**config.mk**
```make
export PLATFORM = sky130hd
export DESIGN_NAME = pmd_mgmt_nvr_alarm_regs
export DESIGN_NICKNAME = d
export VERILOG_FILES = /design/src/rtl/pmd_mgmt_pkg.sv /design/src/rtl/pmd_mgmt_nvr_alarm_regs.sv
export SDC_FILE = /design/constraint.sdc
export NUM_CORES = 1
export LEC_CHECK = 0
export BUFFER_PORTS_ARGS = -buffer_cell sky130_fd_sc_hd__buf_2
export CAP_MARGIN = 20
export CORE_MARGIN = 2
export CORE_UTILIZATION = 60
export DETAILED_ROUTE_END_ITERATION = 6
export PLACE_DENSITY = 0.79
export SYNTH_ARGS = -nofsm -noshare
export SYNTH_HDL_FRONTEND = slang
export SYNTH_SLANG_ARGS = --single-unit
```
**constraint.sdc**
```tcl
create_clock -name clk_sys_in -period 22.4 [get_ports clk_sys_in]
set_input_delay 4.48 -clock clk_sys_in [delete_from_list [all_inputs] [get_ports clk_sys_in]]
set_output_delay 4.48 -clock clk_sys_in [all_outputs]
set_load 0.05 [all_outputs]
```
**src/rtl/pmd_mgmt_pkg.sv**
```systemverilog
package pmd_mgmt_pkg;

  // ----------------------------------------
  // register offsets (device 1)
  // ----------------------------------------
  localparam logic [15:0] OFF_TX_OFF = 16'h0009;
  localparam logic [15:0] OFF_SIG_DET = 16'h000A;
  localparam logic [15:0] OFF_EXT_ABILITY = 16'h000B;
  localparam logic [15:0] OFF_PKG_ID_LOW = 16'h000E;
  localparam logic [15:0] OFF_PKG_ID_HIGH = 16'h000F;
  localparam logic [15:0] OFF_NV_CMD = 16'h8000;
  localparam logic [7:0] NV_PAGE = 8'h80;
  localparam logic [15:0] OFF_RX_ALARM_EN = 16'h9000;
  localparam logic [15:0] OFF_TX_ALARM_EN = 16'h9001;

  // ----------------------------------------
  // fields and reset values
  // ----------------------------------------
  localparam logic [15:0] RX_EN_MASK = 16'h0039;
  localparam logic [15:0] RX_EN_RESET = 16'h0039;
  localparam logic [15:0] TX_EN_MASK = 16'h02D9;
  localparam logic [15:0] TX_EN_RESET = 16'h02D9;
  localparam int CMD_DIR_BIT = 5;
  localparam logic [1:0] EXT_ONE_BYTE = 2'h2;
  localparam logic [1:0] EXT_ALL = 2'h3;
  localparam logic [4:0] DEV_PMA_PMD = 5'h01;
  localparam logic [1:0] OP_ADDR = 2'h0;
  localparam logic [1:0] OP_WRITE = 2'h1;
  localparam logic [1:0] OP_READ_INC = 2'h2;
  localparam logic [1:0] OP_READ = 2'h3;

  // ----------------------------------------
  // image layout
  // ----------------------------------------
  localparam logic [7:0] IMG_PKG_ID_FIRST = 8'h32;
  localparam logic [7:0] IMG_PKG_ID_LAST = 8'h35;
  localparam logic [7:0] IMG_CUST_FIRST = 8'h7E;
  localparam logic [7:0] IMG_CUST_LAST = 8'hAD;
  localparam int CUST_BYTES = 48;

  // ----------------------------------------
  // timing counts
  // ----------------------------------------
  localparam int PREAMBLE_BITS = 32;
  localparam logic [8:0] NV_BYTE_CYCLES = 9'h001;
  localparam logic [8:0] NV_ALL_CYCLES = 9'h100;

  typedef enum logic [1:0] {
    NV_IDLE = 2'b00,
    NV_DONE = 2'b01,
    NV_BUSY = 2'b10,
    NV_FAIL = 2'b11
  } nv_status_t;

  typedef enum logic [1:0] {
    MD_IDLE = 2'b00,
    MD_HEAD = 2'b01,
    MD_TURN = 2'b11,
    MD_DATA = 2'b10
  } mdio_state_t;

  // fixed image bytes
  function automatic logic [7:0] image_rom(input logic [7:0] idx);
    logic [7:0] b;
    b = 8'h00;
    unique case (idx)
      8'h07: b = 8'h1E;
      8'h08: b = 8'h01;
      8'h0A: b = 8'h01;
      8'h0C: b = 8'h0B;
      8'h0D: b = 8'h77;
      8'h0E: b = 8'hA7;
      8'h0F: b = 8'h01;
      8'h12: b = 8'h02;
      8'h13: b = 8'h01;
      8'h14: b = 8'h01;
      8'h15: b = 8'h28;
      8'h16: b = 8'h48;
      8'h17: b = 8'h01;
      8'h23: b = 8'h1E;
      8'h24: b = 8'h01;
      8'h26: b = 8'h01;
      8'h27: b = 8'hFF;
      8'h28: b = 8'hB8;
      8'h77: b = 8'h10;
      8'h78: b = 8'h08;
      8'h79: b = 8'h08;
      8'h7A: b = 8'hC1;
      default: b = 8'h00;
    endcase
    return b;
  endfunction

endpackage

```
**src/rtl/pmd_mgmt_nvr_alarm_regs.sv**
```systemverilog
`timescale 1ns/1ps
module pmd_mgmt_nvr_alarm_regs #(
  // arbitrary neutral identity value
  parameter logic [31:0] PKG_ID = 32'h0012_3450
) (
  // clock and reset
  input wire logic clk_sys_in,
  input wire logic sys_rst_in,
  // management pins
  input wire logic mdc_in,
  input wire logic mdio_in,
  output logic mdio_out,
  output logic mdio_oe_out,
  input wire logic [4:0] port_addr_in,
  // optics
  input wire logic signal_detect_in,
  output logic tx_off_out,
  // alarm sources
  input wire logic [15:0] rx_alarm_status_in,
  input wire logic [15:0] tx_alarm_status_in,
  input wire logic pcs_block_lock_in,
  input wire logic phy_xs_lane_align_in,
  // alarm outputs
  output logic rx_alarm_out,
  output logic tx_alarm_out,
  output logic link_status_alarm_out
);
  import pmd_mgmt_pkg::*;

  // ----------------------------------------
  // pin synchronisers
  // ----------------------------------------
  logic [1:0] mdc_sync_reg;
  logic mdc_last_reg;
  logic [1:0] mdio_sync_reg;
  logic [1:0] sig_sync_reg;
  logic [4:0] prt_s1_reg;
  logic [4:0] prt_s2_reg;

  always_ff @(posedge clk_sys_in or posedge sys_rst_in) begin
    if (sys_rst_in) begin
      mdc_sync_reg <= 2'h0;
      mdc_last_reg <= 1'b0;
      // idle-high pins reset high, so no false edge follows reset
      mdio_sync_reg <= 2'h3;
      sig_sync_reg <= 2'h3;
      prt_s1_reg <= 5'h00;
      prt_s2_reg <= 5'h00;
    end else begin
      mdc_sync_reg <= {mdc_sync_reg[0], mdc_in};
      mdc_last_reg <= mdc_sync_reg[1];
      mdio_sync_reg <= {mdio_sync_reg[0], mdio_in};
      sig_sync_reg <= {sig_sync_reg[0], signal_detect_in};
      prt_s1_reg <= port_addr_in;
      prt_s2_reg <= prt_s1_reg;
    end
  end

  wire mdc_rise = mdc_sync_reg[1] & ~mdc_last_reg;
  wire md_bit = mdio_sync_reg[1];
  wire sig_det = sig_sync_reg[1];

  // ----------------------------------------
  // frame engine
  // ----------------------------------------
  mdio_state_t md_state_reg;
  logic [5:0] pre_cnt_reg;
  logic [3:0] bit_cnt_reg;
  logic [12:0] hdr_reg;
  logic [15:0] sh_reg;
  logic [15:0] addr_reg;
  logic mine_reg;
  logic [1:0] op_reg;
  logic [15:0] rdata;

  // header after the first start bit: st2, op, port, device
  wire [12:0] hdr_full = {hdr_reg[11:0], md_bit};
  // a frame is ours when start bit, port and device all match
  wire hdr_st_ok = (hdr_full[12] == 1'b0);
  wire hdr_port_ok = (hdr_full[9:5] == prt_s2_reg);
  wire hdr_dev_ok = (hdr_full[4:0] == DEV_PMA_PMD);
  wire hdr_mine = hdr_st_ok && hdr_port_ok && hdr_dev_ok;
  wire is_read = (op_reg == OP_READ) || (op_reg == OP_READ_INC);
  wire frame_end = mdc_rise && (md_state_reg == MD_DATA) && (bit_cnt_reg == 4'hF);
  wire wr_fire = frame_end && mine_reg && (op_reg == OP_WRITE);
  wire [15:0] wr_data = {sh_reg[14:0], md_bit};

  always_ff @(posedge clk_sys_in or posedge sys_rst_in) begin
    if (sys_rst_in) begin
      md_state_reg <= MD_IDLE;
      pre_cnt_reg <= 6'h00;
      bit_cnt_reg <= 4'h0;
      hdr_reg <= 13'h0000;
      sh_reg <= 16'h0000;
      addr_reg <= 16'h0000;
      mine_reg <= 1'b0;
      op_reg <= 2'h0;
      mdio_out <= 1'b1;
      mdio_oe_out <= 1'b0;
    end else if (mdc_rise) begin
      unique case (md_state_reg)
        MD_IDLE: begin
          // the count saturates, so a long idle still counts as preamble
          if (md_bit) begin
            if (pre_cnt_reg != 6'(PREAMBLE_BITS)) begin
              pre_cnt_reg <= pre_cnt_reg + 6'h01;
            end
          end else if (pre_cnt_reg == 6'(PREAMBLE_BITS)) begin
            md_state_reg <= MD_HEAD;
            bit_cnt_reg <= 4'h0;
          end else begin
            pre_cnt_reg <= 6'h00;
          end
        end
        MD_HEAD: begin
          hdr_reg <= hdr_full;
          bit_cnt_reg <= bit_cnt_reg + 4'h1;
          if (bit_cnt_reg == 4'hC) begin
            md_state_reg <= MD_TURN;
            bit_cnt_reg <= 4'h0;
            mine_reg <= hdr_mine;
            op_reg <= hdr_full[11:10];
          end
        end
        MD_TURN: begin
          bit_cnt_reg <= 4'h1;
          // first turnaround bit: take the wire and hold it low
          if (bit_cnt_reg == 4'h0) begin
            if (mine_reg && is_read) begin
              mdio_oe_out <= 1'b1;
              mdio_out <= 1'b0;
            end
          end else begin
            // second turnaround bit: present the msb of the answer
            md_state_reg <= MD_DATA;
            bit_cnt_reg <= 4'h0;
            sh_reg <= rdata;
            mdio_out <= rdata[15];
          end
        end
        MD_DATA: begin
          bit_cnt_reg <= bit_cnt_reg + 4'h1;
          if (is_read) begin
            sh_reg <= {sh_reg[14:0], 1'b0};
            mdio_out <= sh_reg[14];
          end else begin
            sh_reg <= wr_data;
          end
          if (bit_cnt_reg == 4'hF) begin
            // last data bit: hand the wire back to the pull-up
            md_state_reg <= MD_IDLE;
            pre_cnt_reg <= 6'h00;
            mdio_oe_out <= 1'b0;
            mdio_out <= 1'b1;
            if (mine_reg && op_reg == OP_ADDR) begin
              addr_reg <= wr_data;
            end else if (mine_reg && op_reg == OP_READ_INC) begin
              addr_reg <= addr_reg + 16'h0001;
            end
          end
        end
      endcase
    end
  end

  // ----------------------------------------
  // control and enable registers
  // ----------------------------------------
  logic tx_off_reg;
  logic [15:0] rx_en_reg;
  logic [15:0] tx_en_reg;

  // writes land on the sixteenth data bit of a write frame
  wire wr_tx_off = wr_fire && (addr_reg == OFF_TX_OFF);
  wire wr_rx_en = wr_fire && (addr_reg == OFF_RX_ALARM_EN);
  wire wr_tx_en = wr_fire && (addr_reg == OFF_TX_ALARM_EN);

  always_ff @(posedge clk_sys_in or posedge sys_rst_in) begin
    if (sys_rst_in) begin
      tx_off_reg <= 1'b0;
      rx_en_reg <= RX_EN_RESET;
      tx_en_reg <= TX_EN_RESET;
    end else begin
      if (wr_tx_off) begin
        tx_off_reg <= wr_data[0];
      end
      // reserved bits are masked on write, so they read zero
      // receive and transmit enables
      if (wr_rx_en) begin
        rx_en_reg <= wr_data & RX_EN_MASK;
      end
      if (wr_tx_en) begin
        tx_en_reg <= wr_data & TX_EN_MASK;
      end
    end
  end

  assign tx_off_out = tx_off_reg;

  // ----------------------------------------
  // nonvolatile command engine
  // ----------------------------------------
  nv_status_t nv_status_reg;
  logic [8:0] nv_cnt_reg;
  logic [6:0] nv_vendor_reg;
  logic nv_dir_reg;
  logic [1:0] nv_ext_reg;

  wire wr_nv_cmd = wr_fire && (addr_reg == OFF_NV_CMD);
  wire nv_busy = (nv_status_reg == NV_BUSY);
  wire [1:0] cmd_ext = wr_data[1:0];
  wire cmd_ok = (cmd_ext == EXT_ONE_BYTE) || (cmd_ext == EXT_ALL);
  wire [8:0] cmd_len = (cmd_ext == EXT_ALL) ? NV_ALL_CYCLES : NV_BYTE_CYCLES;

  always_ff @(posedge clk_sys_in or posedge sys_rst_in) begin
    if (sys_rst_in) begin
      nv_status_reg <= NV_IDLE;
      nv_cnt_reg <= 9'h000;
      nv_vendor_reg <= 7'h00;
      nv_dir_reg <= 1'b0;
      nv_ext_reg <= 2'h0;
    end else begin
      // vendor bits always land; a write while busy leaves the command alone
      if (wr_nv_cmd) begin
        nv_vendor_reg <= wr_data[15:9];
      end
      if (wr_nv_cmd && !nv_busy) begin
        nv_dir_reg <= wr_data[CMD_DIR_BIT];
        nv_ext_reg <= cmd_ext;
        nv_cnt_reg <= cmd_len;
        nv_status_reg <= cmd_ok ? NV_BUSY : NV_FAIL;
      end else if (nv_busy) begin
        nv_cnt_reg <= nv_cnt_reg - 9'h001;
        if (nv_cnt_reg == 9'h001) begin
          nv_status_reg <= NV_DONE;
        end
      end
    end
  end

  // ----------------------------------------
  // customer writable image area
  // ----------------------------------------
  // plain storage: no command moves these bytes anywhere
  logic [7:0] cust_reg [CUST_BYTES];

  wire in_nv_page = (addr_reg[15:8] == NV_PAGE) && (addr_reg[7:0] != 8'h00);
  wire [7:0] img_idx = addr_reg[7:0];
  wire in_cust = (img_idx >= IMG_CUST_FIRST) && (img_idx <= IMG_CUST_LAST);
  wire [5:0] cust_idx = 6'(img_idx - IMG_CUST_FIRST);
  wire wr_cust = wr_fire && in_nv_page && in_cust;

  always_ff @(posedge clk_sys_in or posedge sys_rst_in) begin
    if (sys_rst_in) begin
      for (int i = 0; i < CUST_BYTES; i++) begin
        cust_reg[i] <= 8'h00;
      end
    end else if (wr_cust) begin
      cust_reg[cust_idx] <= wr_data[7:0];
    end
  end

  // ----------------------------------------
  // read data
  // ----------------------------------------
  // id bytes mirror
  wire [7:0] id_byte0 = PKG_ID[31:24];
  wire [7:0] id_byte1 = PKG_ID[23:16];
  wire [7:0] id_byte2 = PKG_ID[15:8];
  wire [7:0] id_byte3 = PKG_ID[7:0];
  wire [1:0] id_sel = 2'(img_idx - IMG_PKG_ID_FIRST);
  wire in_id = (img_idx >= IMG_PKG_ID_FIRST) && (img_idx <= IMG_PKG_ID_LAST);
  wire [7:0] id_byte = (id_sel == 2'h0) ? id_byte0 : (id_sel == 2'h1) ? id_byte1 :
    (id_sel == 2'h2) ? id_byte2 : id_byte3;
  wire [7:0] img_byte = in_id ? id_byte : in_cust ? cust_reg[cust_idx] :
    image_rom(img_idx);
  // bits 8:6 and 4 are reserved and read zero
  wire [15:0] nv_cmd_word = {nv_vendor_reg, 3'h0, nv_dir_reg, 1'b0,
    nv_status_reg, nv_ext_reg};

  // one hit per mapped offset; unmapped offsets read zero
  wire hit_tx_off = (addr_reg == OFF_TX_OFF);
  wire hit_sig_det = (addr_reg == OFF_SIG_DET);
  wire hit_ext_ability = (addr_reg == OFF_EXT_ABILITY);
  wire hit_id_high = (addr_reg == OFF_PKG_ID_HIGH);
  wire hit_id_low = (addr_reg == OFF_PKG_ID_LOW);
  wire hit_nv_cmd = (addr_reg == OFF_NV_CMD);
  wire hit_rx_en = (addr_reg == OFF_RX_ALARM_EN);
  wire hit_tx_en = (addr_reg == OFF_TX_ALARM_EN);

  // read words of the plain registers
  wire [15:0] tx_off_word = {15'h0000, tx_off_reg};
  wire [15:0] sig_det_word = {15'h0000, sig_det};
  wire [15:0] ext_ability_word = 16'h0000;
  wire [15:0] id_high_word = {id_byte0, id_byte1};
  wire [15:0] id_low_word = {id_byte2, id_byte3};

  // hits are one-hot, so an and-or tree selects the word
  wire [15:0] reg_word = ({16{hit_tx_off}} & tx_off_word) |
    ({16{hit_sig_det}} & sig_det_word) |
    ({16{hit_ext_ability}} & ext_ability_word) |
    ({16{hit_id_high}} & id_high_word) |
    ({16{hit_id_low}} & id_low_word) |
    ({16{hit_nv_cmd}} & nv_cmd_word) |
    ({16{hit_rx_en}} & rx_en_reg) |
    ({16{hit_tx_en}} & tx_en_reg);

  assign rdata = in_nv_page ? {8'h00, img_byte} : reg_word;

  // ----------------------------------------
  // alarm outputs
  // ----------------------------------------
  // status inputs share this clock, so they need no synchroniser
  wire rx_alarm = |(rx_alarm_status_in & rx_en_reg);
  wire tx_alarm = |(tx_alarm_status_in & tx_en_reg);
  wire link_status_alarm = sig_det & pcs_block_lock_in & phy_xs_lane_align_in;

  always_ff @(posedge clk_sys_in or posedge sys_rst_in) begin
    if (sys_rst_in) begin
      rx_alarm_out <= 1'b0;
      tx_alarm_out <= 1'b0;
      link_status_alarm_out <= 1'b0;
    end else begin
      rx_alarm_out <= rx_alarm;
      tx_alarm_out <= tx_alarm;
      link_status_alarm_out <= link_status_alarm;
    end
  end

endmodule

```
# --- After elaboration in Yosys (flattened, before gate mapping) ---
# Cells that the tools add are included.
word_totals:
  register_bits: 496
  latchBits: 0
  mem_bits_rw: 0
  mem_bits_ro: 0
  output_inout_bits: 6
  wordCells: 263
  n_memories: 0
op_classes:
  add_sub_neg: 6
  mul: 0
  div_mod_pow: 0
  magnitude_cmp: 6
  n_eq_ne: 59
  shift: 0
  mux: 50
  bitwise_logic: 19
  n_reduce_logical: 48
op_table:
  columns: ["op", "count"]
  rows:
  - ["384-bit bitwise mux", 1]
  - ["8-bit case mux with 13 select lines", 1]
  - ["16-bit by 4-bit == test with 1-bit output, second input constant", 4]
  - ["16-bit bitwise OR", 4]
  - ["8-bit binary-select mux with 6-bit select", 1]
  - ["8-bit demux with 6-bit select", 1]
  - ["16-bit == test, second input constant", 3]
  - ["8-bit by 4-bit == test with 1-bit output, second input constant", 6]
  - ["8-bit by 5-bit == test with 1-bit output, second input constant", 6]
  - ["16-bit two-way mux", 3]
  - ["8-bit by 6-bit == test with 1-bit output, second input constant", 5]
  - ["8-bit two-way mux", 5]
  - ["16-bit by 1-bit bitwise AND with 16-bit output", 2]
  - ["16-bit by 10-bit bitwise AND with 16-bit output", 2]
  - ["16-bit by 6-bit bitwise AND with 16-bit output", 2]
  - ["8-bit by 7-bit == test with 1-bit output, second input constant", 4]
  - ["16-bit OR reduction", 2]
  - ["15-bit case mux with 2 select lines", 1]
  - ["9-bit two-way mux", 3]
  - ["6-bit two-way mux", 4]
  - ["7-bit two-way mux", 3]
  - ["1-bit logical AND", 20]
  - ["16-bit by 1-bit adder with 16-bit output, second input constant", 1]
  - ["16-bit bitwise AND", 1]
  - ["51 further kinds", 103]

# --- Logic depth before layout (Yosys ltp) ---
# Gate-level depths: netlist (run 1).
logic_depth:
  word_depth: 11
  depth_mapped: 15
  depth_no_buf: 9

# --- Least setup slack after synthesis (run 1) ---
# No wires, ideal clock.
synth_path:
  kind: "register to output"
  start: "reg mdio_out"
  end: "out mdio_out"
  arrival_ps: 662
  required_ps: 17920
  slack_ps: 17258
  stages_incl_launch_ff: 1
  path_cell_list: "dfstp_2"
synth_lines:
  columns: ["element", "line", "text"]
  rows:
  - ["start, declared", "pmd_mgmt_nvr_alarm_regs.sv:12", "output logic mdio_out,"]
  - ["start signal, assigned", "pmd_mgmt_nvr_alarm_regs.sv:138", "mdio_out <= rdata[15];"]
  - ["start signal, assigned", "pmd_mgmt_nvr_alarm_regs.sv:145", "mdio_out <= sh_reg[14];"]
# No word-level cell between the ends.

# --- Final worst setup path (run 1) ---
layout_path:
  start: "reg mdio_out"
  end: "out mdio_out"
# No word-level cell between the ends.

==> results.md, run 1 <==
- Pwr Density: 68.8 nW/um^2
- Clock skew: 0.0231 ns
- Sequential area share after synthesis: 52.3%
- Crit path buf inv count: 1
- WL final: 54900 microns
- Tot Pwr: 0.00179 W
- Placeable Area: 38900 sq um
- CP Class: flip-flop to output port
- Largest net degree at the start of global routing: 196
- Worst slew pin tran: 1.05 ns
- Top_reg_cell synth: dfrtp_1
- Crit path from: mdio_out$_DFFE_PP1P_
- Worst Path Required: 17.92 ns
- Worst hold stages: 0
- CTS clock-pin slew for the worst setup and hold paths: 0.06 ns
- Met2 Usage GRT: 43.2%
- Detailed Route Iter0 Violations: 1625
- Cts hold-fix bufs: 0
- Clock root buffer master: clkbuf_16
- Setup Viol. Count Final: 0
- Tot GR Track Use: 27.5%
- Post-CTS Setup Inserts: 0
- Reg-to-Reg Start: addr_reg[0]$_DFFE_PP0P_
- Final #Nets: 1847
- # clock sinks: 496
- Fin. max-slew vios: 0
- TritonCTS clock tree: yes
- Slowest cell on crit path: dfstp_2
- Max transition margin: 29.9%
- Maximum VDD drop: 0.0587 mV
- GRT busiest layer: met2
- CP startpoint kind: flip-flop
- Hold_sp: prt_s1_reg[0]$_DFF_PP0_
- Met1 Usage GRT: 38.7%
- Worst r2r path cells: 9
- Yosys warns: 0
- Final period utilization: 26.2%
- Max Root-Sink Buffers: 3
- Vias in the first global route: 15500
- Syn avg cell area: 13.2 sq um
- Initial antenna violation count: 1
- Layout area overhead: 9.45%
- Antenna-violating nets left: 0
- First-pass GRT wire length: 87900 microns
- Global route total overflow: 0
- Max reg flops: 384
- Die extent in y: 203 microns
- HP Class: flip-flop to flip-flop
- Number of synthesized flops with an enable pin: 0
- Vias per cell: 6.47
- Crit path DAT: 1.39 ns
- Routed WL per cell: 23.4 microns
- Crit-path max cell delay: 0.53 ns
- Status: complete, no violations
- Seq. cell area: 12400 sq um
- Ratio of cells with drive above 1 in the final layout: 38.9%
- RSZ-0062 raised after global routing: false
- Mapped Area: 23800 sq um
- Hpwl dp: 34500 microns
- Tmin final: 5.86 ns
- DRC viols: 0
- Syn nets: 1864
- Router iterations before antenna repair: 6
- Clk Latency, worst-skew pair: 0.61 ns
- Routability Congestion: 0.906
- Fmax achieved: 0.171 GHz
- Io pins: 50
- Critical Path, Cell by Cell: buf_2
- Cell family with most CP delay: flip-flops
- IO buf count: 27
- N_diodes: 0
- Final-layout fill cell count: 2713
- Total number of vias: 15200
- Max FO, Critical Path: 2
- Multi-input logic area: 10800 sq um
- Die width: 203 microns
- Cts repair resizes: 0
- GRT met3 Usage: 4.57%
- Rows: 72
- Die Area: 41200 sq um
- Synth Register Bits: 496
- Asr flop ratio synth: 100%
- Final TNS setup: 0 ns
- Leak Pwr: 12.0 nW
- Critical Path Sink Type: output port
- Final Hold Fails: 0
- H-tree depth: 2
- Netlist cell types: 69
- Total CTS buffers: 51
- Number of max-cap violations: 0
- Starting density of the core: 61.1%
- Synth Instances: 1802
- Total stage count of the critical path: 1
-- kinds of logic (layout without fill, tap and decap cells) --
family / count (synthesis) / count (layout) / share of synthesized area [%]
AND/OR/NAND/NOR: 381 / 381 / 8.18
multiplexers: 549 / 549 / 30.5
AO/OA/AOI/OAI: 207 / 207 / 5.38
buffers and inverters: 140 / 166 / 2.34
XOR/XNOR: 11 / 11 / 0.405
adder cells (fa/ha/maj): 18 / 18 / 0.947
flip-flops: 496 / 496 / 52.3
-- final timing paths --
path | slack, ns | to
worst max-delay path | 16.54 | mdio_out
min in group asynchronous | 3.88 | cust_reg[320]$_DFFE_PP0P_
worst min register to register | 0.34 | prt_s2_reg[0]$_DFF_PP0_
max in group asynchronous | 16.57 | cust_reg[190]$_DFFE_PP0P_
worst max register to register | 17.18 | cust_reg[70]$_DFFE_PP0P_
worst min-delay path | 0.34 | prt_s2_reg[0]$_DFF_PP0_
-- routing by layer --
layer | vias to the layer above | routed length, microns | part of all wire (%)
met5 | - | 8 | 0.015
met2 | 484 | 26200 | 48
li1 | 6622 | - | -
met3 | 135 | 3190 | 5.8
met1 | 7947 | 23600 | 43
met4 | 2 | 2010 | 3.7
-- per-stage QoR --
step	std cells	worst slack [ns]	hold WS, ns	utilization, %	area [sq um]
final	2346	16.54	0.344	66.9	26000
after global routing	2346	16.26	0.359	66.9	26000
after global placement	2248	15.11	0.336	62.4	24300
after CTS	2344	15.63	0.348	66.7	26000
after floorplan	1802	4.10	0.331	-	23800
after detailed placement	2248	15.00	0.336	62.4	24300
-- cell type report --
class / count / area share [%]
Clock buffer: 75 / 5.56
Clock inverter: 21 / 0.904
Inverter: 18 / 0.289
Multi-Input combinational cell: 1166 / 41.5
Sequential cell: 496 / 47.8
Tap cell: 518 / 2.49
Timing Repair Buffer: 52 / 1.44
-- cell usage in the layout (no fill, tap or decap), types with 9 or more instances in the layout --
cell type  count
mux2i_1       37
nor2_2        35
and3_1        14
mux4_2        98
dfstp_2       15
a21oi_1       55
o21ai_0       57
nand3_1       56
a22oi_1        9
clkbuf_16     51
o22ai_1       23
nand2b_1      12
ha_1          17
buf_4         22
nor4_1        11
buf_2         27
inv_1         15
nor2_1        48
nor2b_1       11
nand4_1        9
dfrtp_1      479
nor3_1        26
mux2_2       414
nand2_1      117
clkbuf_1      16
-- Yosys cell counts, types with 3 or more instances --
| cell type | count | area [sq um] |
|---|---|---|
| a211oi_1 | 7 | 52.6 |
| a21o_1 | 3 | 22.5 |
| a21oi_1 | 55 | 275 |
| a221o_1 | 3 | 30.0 |
| a22oi_1 | 9 | 67.6 |
| a31oi_1 | 8 | 50.1 |
| and2_1 | 5 | 31.3 |
| and3_1 | 14 | 87.6 |
| and3b_1 | 3 | 26.3 |
| buf_1 | 8 | 30.0 |
| buf_2 | 24 | 120 |
| clkbuf_1 | 90 | 338 |
| dfrtp_1 | 481 | 12000 |
| dfstp_2 | 15 | 394 |
| ha_1 | 18 | 225 |
| inv_1 | 16 | 60.1 |
| mux2_2 | 414 | 4660 |
| mux2i_1 | 37 | 370 |
| mux4_2 | 98 | 2210 |
| nand2_1 | 117 | 439 |
| nand2b_1 | 12 | 75.1 |
| nand3_1 | 56 | 280 |
| nand3b_1 | 5 | 37.5 |
| nand4_1 | 9 | 56.3 |
| nor2_1 | 48 | 180 |
| nor2_2 | 35 | 219 |
| nor2b_1 | 11 | 68.8 |
| nor3_1 | 26 | 130 |
| nor3b_1 | 6 | 45.0 |
| nor4_1 | 11 | 68.8 |
| o211ai_1 | 6 | 45.0 |
| o21ai_0 | 57 | 285 |
| o22ai_1 | 23 | 144 |
| o31ai_1 | 5 | 37.5 |
| o32ai_1 | 4 | 35.0 |
| or3_1 | 8 | 50.1 |
| xnor2_1 | 4 | 35.0 |
| xor2_1 | 7 | 61.3 |
-- power by group --
part | internal [W] | switching, W
Sequential | 0.000901 | 0.00000463
Clock | 0.000496 | 0.000358
Combinational | 0.00000643 | 0.0000240
Total | 0.00140 | 0.000386
Note: power is estimated with default switching activity, not from simulation.
==> run 2, diff against run 1 <==
- clock period: 22.4 -> 5.6 ns (I/O delays scaled with it)
==> results.md, run 2 (synthesis results as in run 1) <==
- Placeable Area: 38900 sq um
- Largest net degree at the start of global routing: 168
- Die extent in y: 203 microns
- Placed Area: 24400 sq um
- Pwr Density: 272 nW/um^2
- Final #Nets: 1855
- IO buf count: 27
- Total CTS buffers: 50
- Critical Path Sink Type: flip-flop
- Routability Congestion: 0.893
- Clk Latency, worst-skew pair: 0.59 ns
- Final instance area: 26000 sq um
- Post-CTS Setup Inserts: 0
- CTS clock-pin slew for the worst setup and hold paths: 0.06 ns
- Leading cell type in the layout, fill and taps excluded: dfrtp_1
- Crit path DAT: 4.62 ns
- Final period utilization: 74.2%
- Clock root buffer master: clkbuf_16
- Crit-path max cell delay: 0.71 ns
- Worst Path Required: 6.07 ns
- Cts repair resizes: 0
- Commonest non-fill, non-tap cells in the layout: dfrtp_1 (479), mux2_2 (414), nand2_1 (117)
- Vias in the first global route: 15800
- Die Area: 41200 sq um
- TritonCTS clock tree: yes
- Clock skew: 0.0130 ns
- RSZ-0062 raised after global routing: false
- Max transition margin: 31.5%
- Antenna-violating nets left: 0
- Number of max-cap violations: 0
- Sw Ratio: 21.4%
- H-tree depth: 2
- Total number of vias: 15100
- Router iterations before antenna repair: 6
- Leak Pwr: 12.0 nW
- CP Class: flip-flop to flip-flop
- Gate power share: 1.7%
- Final TNS setup: 0 ns
- CP startpoint kind: flip-flop
- Global route total overflow: 0
- Die width: 203 microns
- Maximum VDD drop: 0.268 mV
- Internal power: 0.00555 W
- First-pass GRT wire length: 89100 microns
- Layout area overhead: 9.41%
- WL final: 55100 microns
- Reg power frac: 51.2%
- Setup Viol. Count Final: 0
- Ratio of cells with drive above 1 in the final layout: 39.4%
- Max Root-Sink Buffers: 3
- Status: complete, no violations
- Cts hold-fix bufs: 0
- Starting density of the core: 61.1%
- Hpwl dp: 35200 microns
- Sw power: 0.00151 W
- Detailed Route Iter0 Violations: 1349
- Final Hold Fails: 0
- Multi-input logic area: 10800 sq um
- Max FO, Critical Path: 35
- # clock sinks: 496
- Critical Path, Cell by Cell: inv_2, ha_1, o211ai_1, nor2_1, a31oi_1, nor4b_4, nand3_1, nor2_2, mux2_2
- Rows: 72
- Vias per cell: 6.44
- Worst slew pin tran: 1.03 ns
- DRC viols: 0
- Final-layout fill cell count: 2722
- Clock group share of total power: 47.1%
- Max reg flops: 384
- Tot GR Track Use: 27.7%
- Slowest cell on crit path: dfrtp_4
- HP Class: flip-flop to flip-flop
- Seq. cell area: 12400 sq um
- Io pins: 50
- Fmax achieved: 0.241 GHz
- Tmin final: 4.15 ns
- Initial antenna violation count: 0
- Routed WL per cell: 23.5 microns
- N_diodes: 0
- Fin. max-slew vios: 0
==> run 2: cell types whose count changed in the layout (fill, tap and decap cells not counted) <==
cell,delta
buf_12,+1
buf_16,-2
buf_4,+10
bufinv_16,-1
clkbuf_1,-7
clkbuf_16,-1
clkbuf_8,+3
clkinv_2,+4
clkinv_4,-3
clkinv_8,+1
inv_6,-1
inv_8,-1
==> run 2: per-layer routing <==
layer,global-route usage (%),routed length (microns),vias up
met5,0,0,-
li1,-,-,6623
met2,44.9,26500,484
met3,3.85,3110,133
met4,10.9,2030,0
met1,38.5,23500,7895
==> run 2: critical path: cells and delay by family (launching register included) <==
kind            cells  cell delay, ns
compound gates      2            0.31
fa+ha+maj           1            0.51
mux                 1            0.41
buf+inv             1            0.19
simple gates        4            1.88
flops               1            0.71
==> run 2: power groups by stage <==
stage,combinational (W),clock [W],sequential (W)
finish,0.000118,0.00333,0.00362
global route,0.000141,0.00352,0.00362
CTS,0.000123,0.00338,0.00362
detailed placement,0.000123,0,0.00369
global placement,0.000118,0,0.00368
floorplan,0.0000819,0,0.00369
==> run 2: stage by stage <==
step	setup WS, ns	utilization [%]	power, W	std cells	hold slack, ns
finish	1.45	66.8	0.00706	2349	0.349
global route	1.27	66.8	0.00728	2349	0.354
CTS	1.54	66.8	0.00712	2349	0.352
detailed placement	1.58	62.6	0.00381	2259	0.336
global placement	1.63	62.6	0.00380	2259	0.337
floorplan	-2.24	-	0.00377	1802	0.331
==> run 2: final cells by class <==
cell class,count,area share [%]
clock buffer,70,5.52
sequential,496,47.8
tap,518,2.49
multi-input combinational,1166,41.5
clock inverter,20,0.765
timing repair buffer,61,1.60
inverter,18,0.274
==> run 2: final timing paths <==
kind | startpoint | endpoint | slack [ns] | cells past startpoint
max in group asynchronous | sys_rst_in | addr_reg[0]$_DFFE_PP0P_ | 3.64 | 4
setup / recovery | addr_reg[0]$_DFFE_PP0P_ | cust_reg[254]$_DFFE_PP0P_ | 1.45 | 9
setup reg to reg | addr_reg[0]$_DFFE_PP0P_ | cust_reg[254]$_DFFE_PP0P_ | 1.45 | 9
hold reg to reg | prt_s1_reg[1]$_DFF_PP0_ | prt_s2_reg[1]$_DFF_PP0_ | 0.35 | 0
hold / removal | prt_s1_reg[1]$_DFF_PP0_ | prt_s2_reg[1]$_DFF_PP0_ | 0.35 | 0
min in group asynchronous | sys_rst_in | cust_reg[286]$_DFFE_PP0P_ | 0.69 | 3
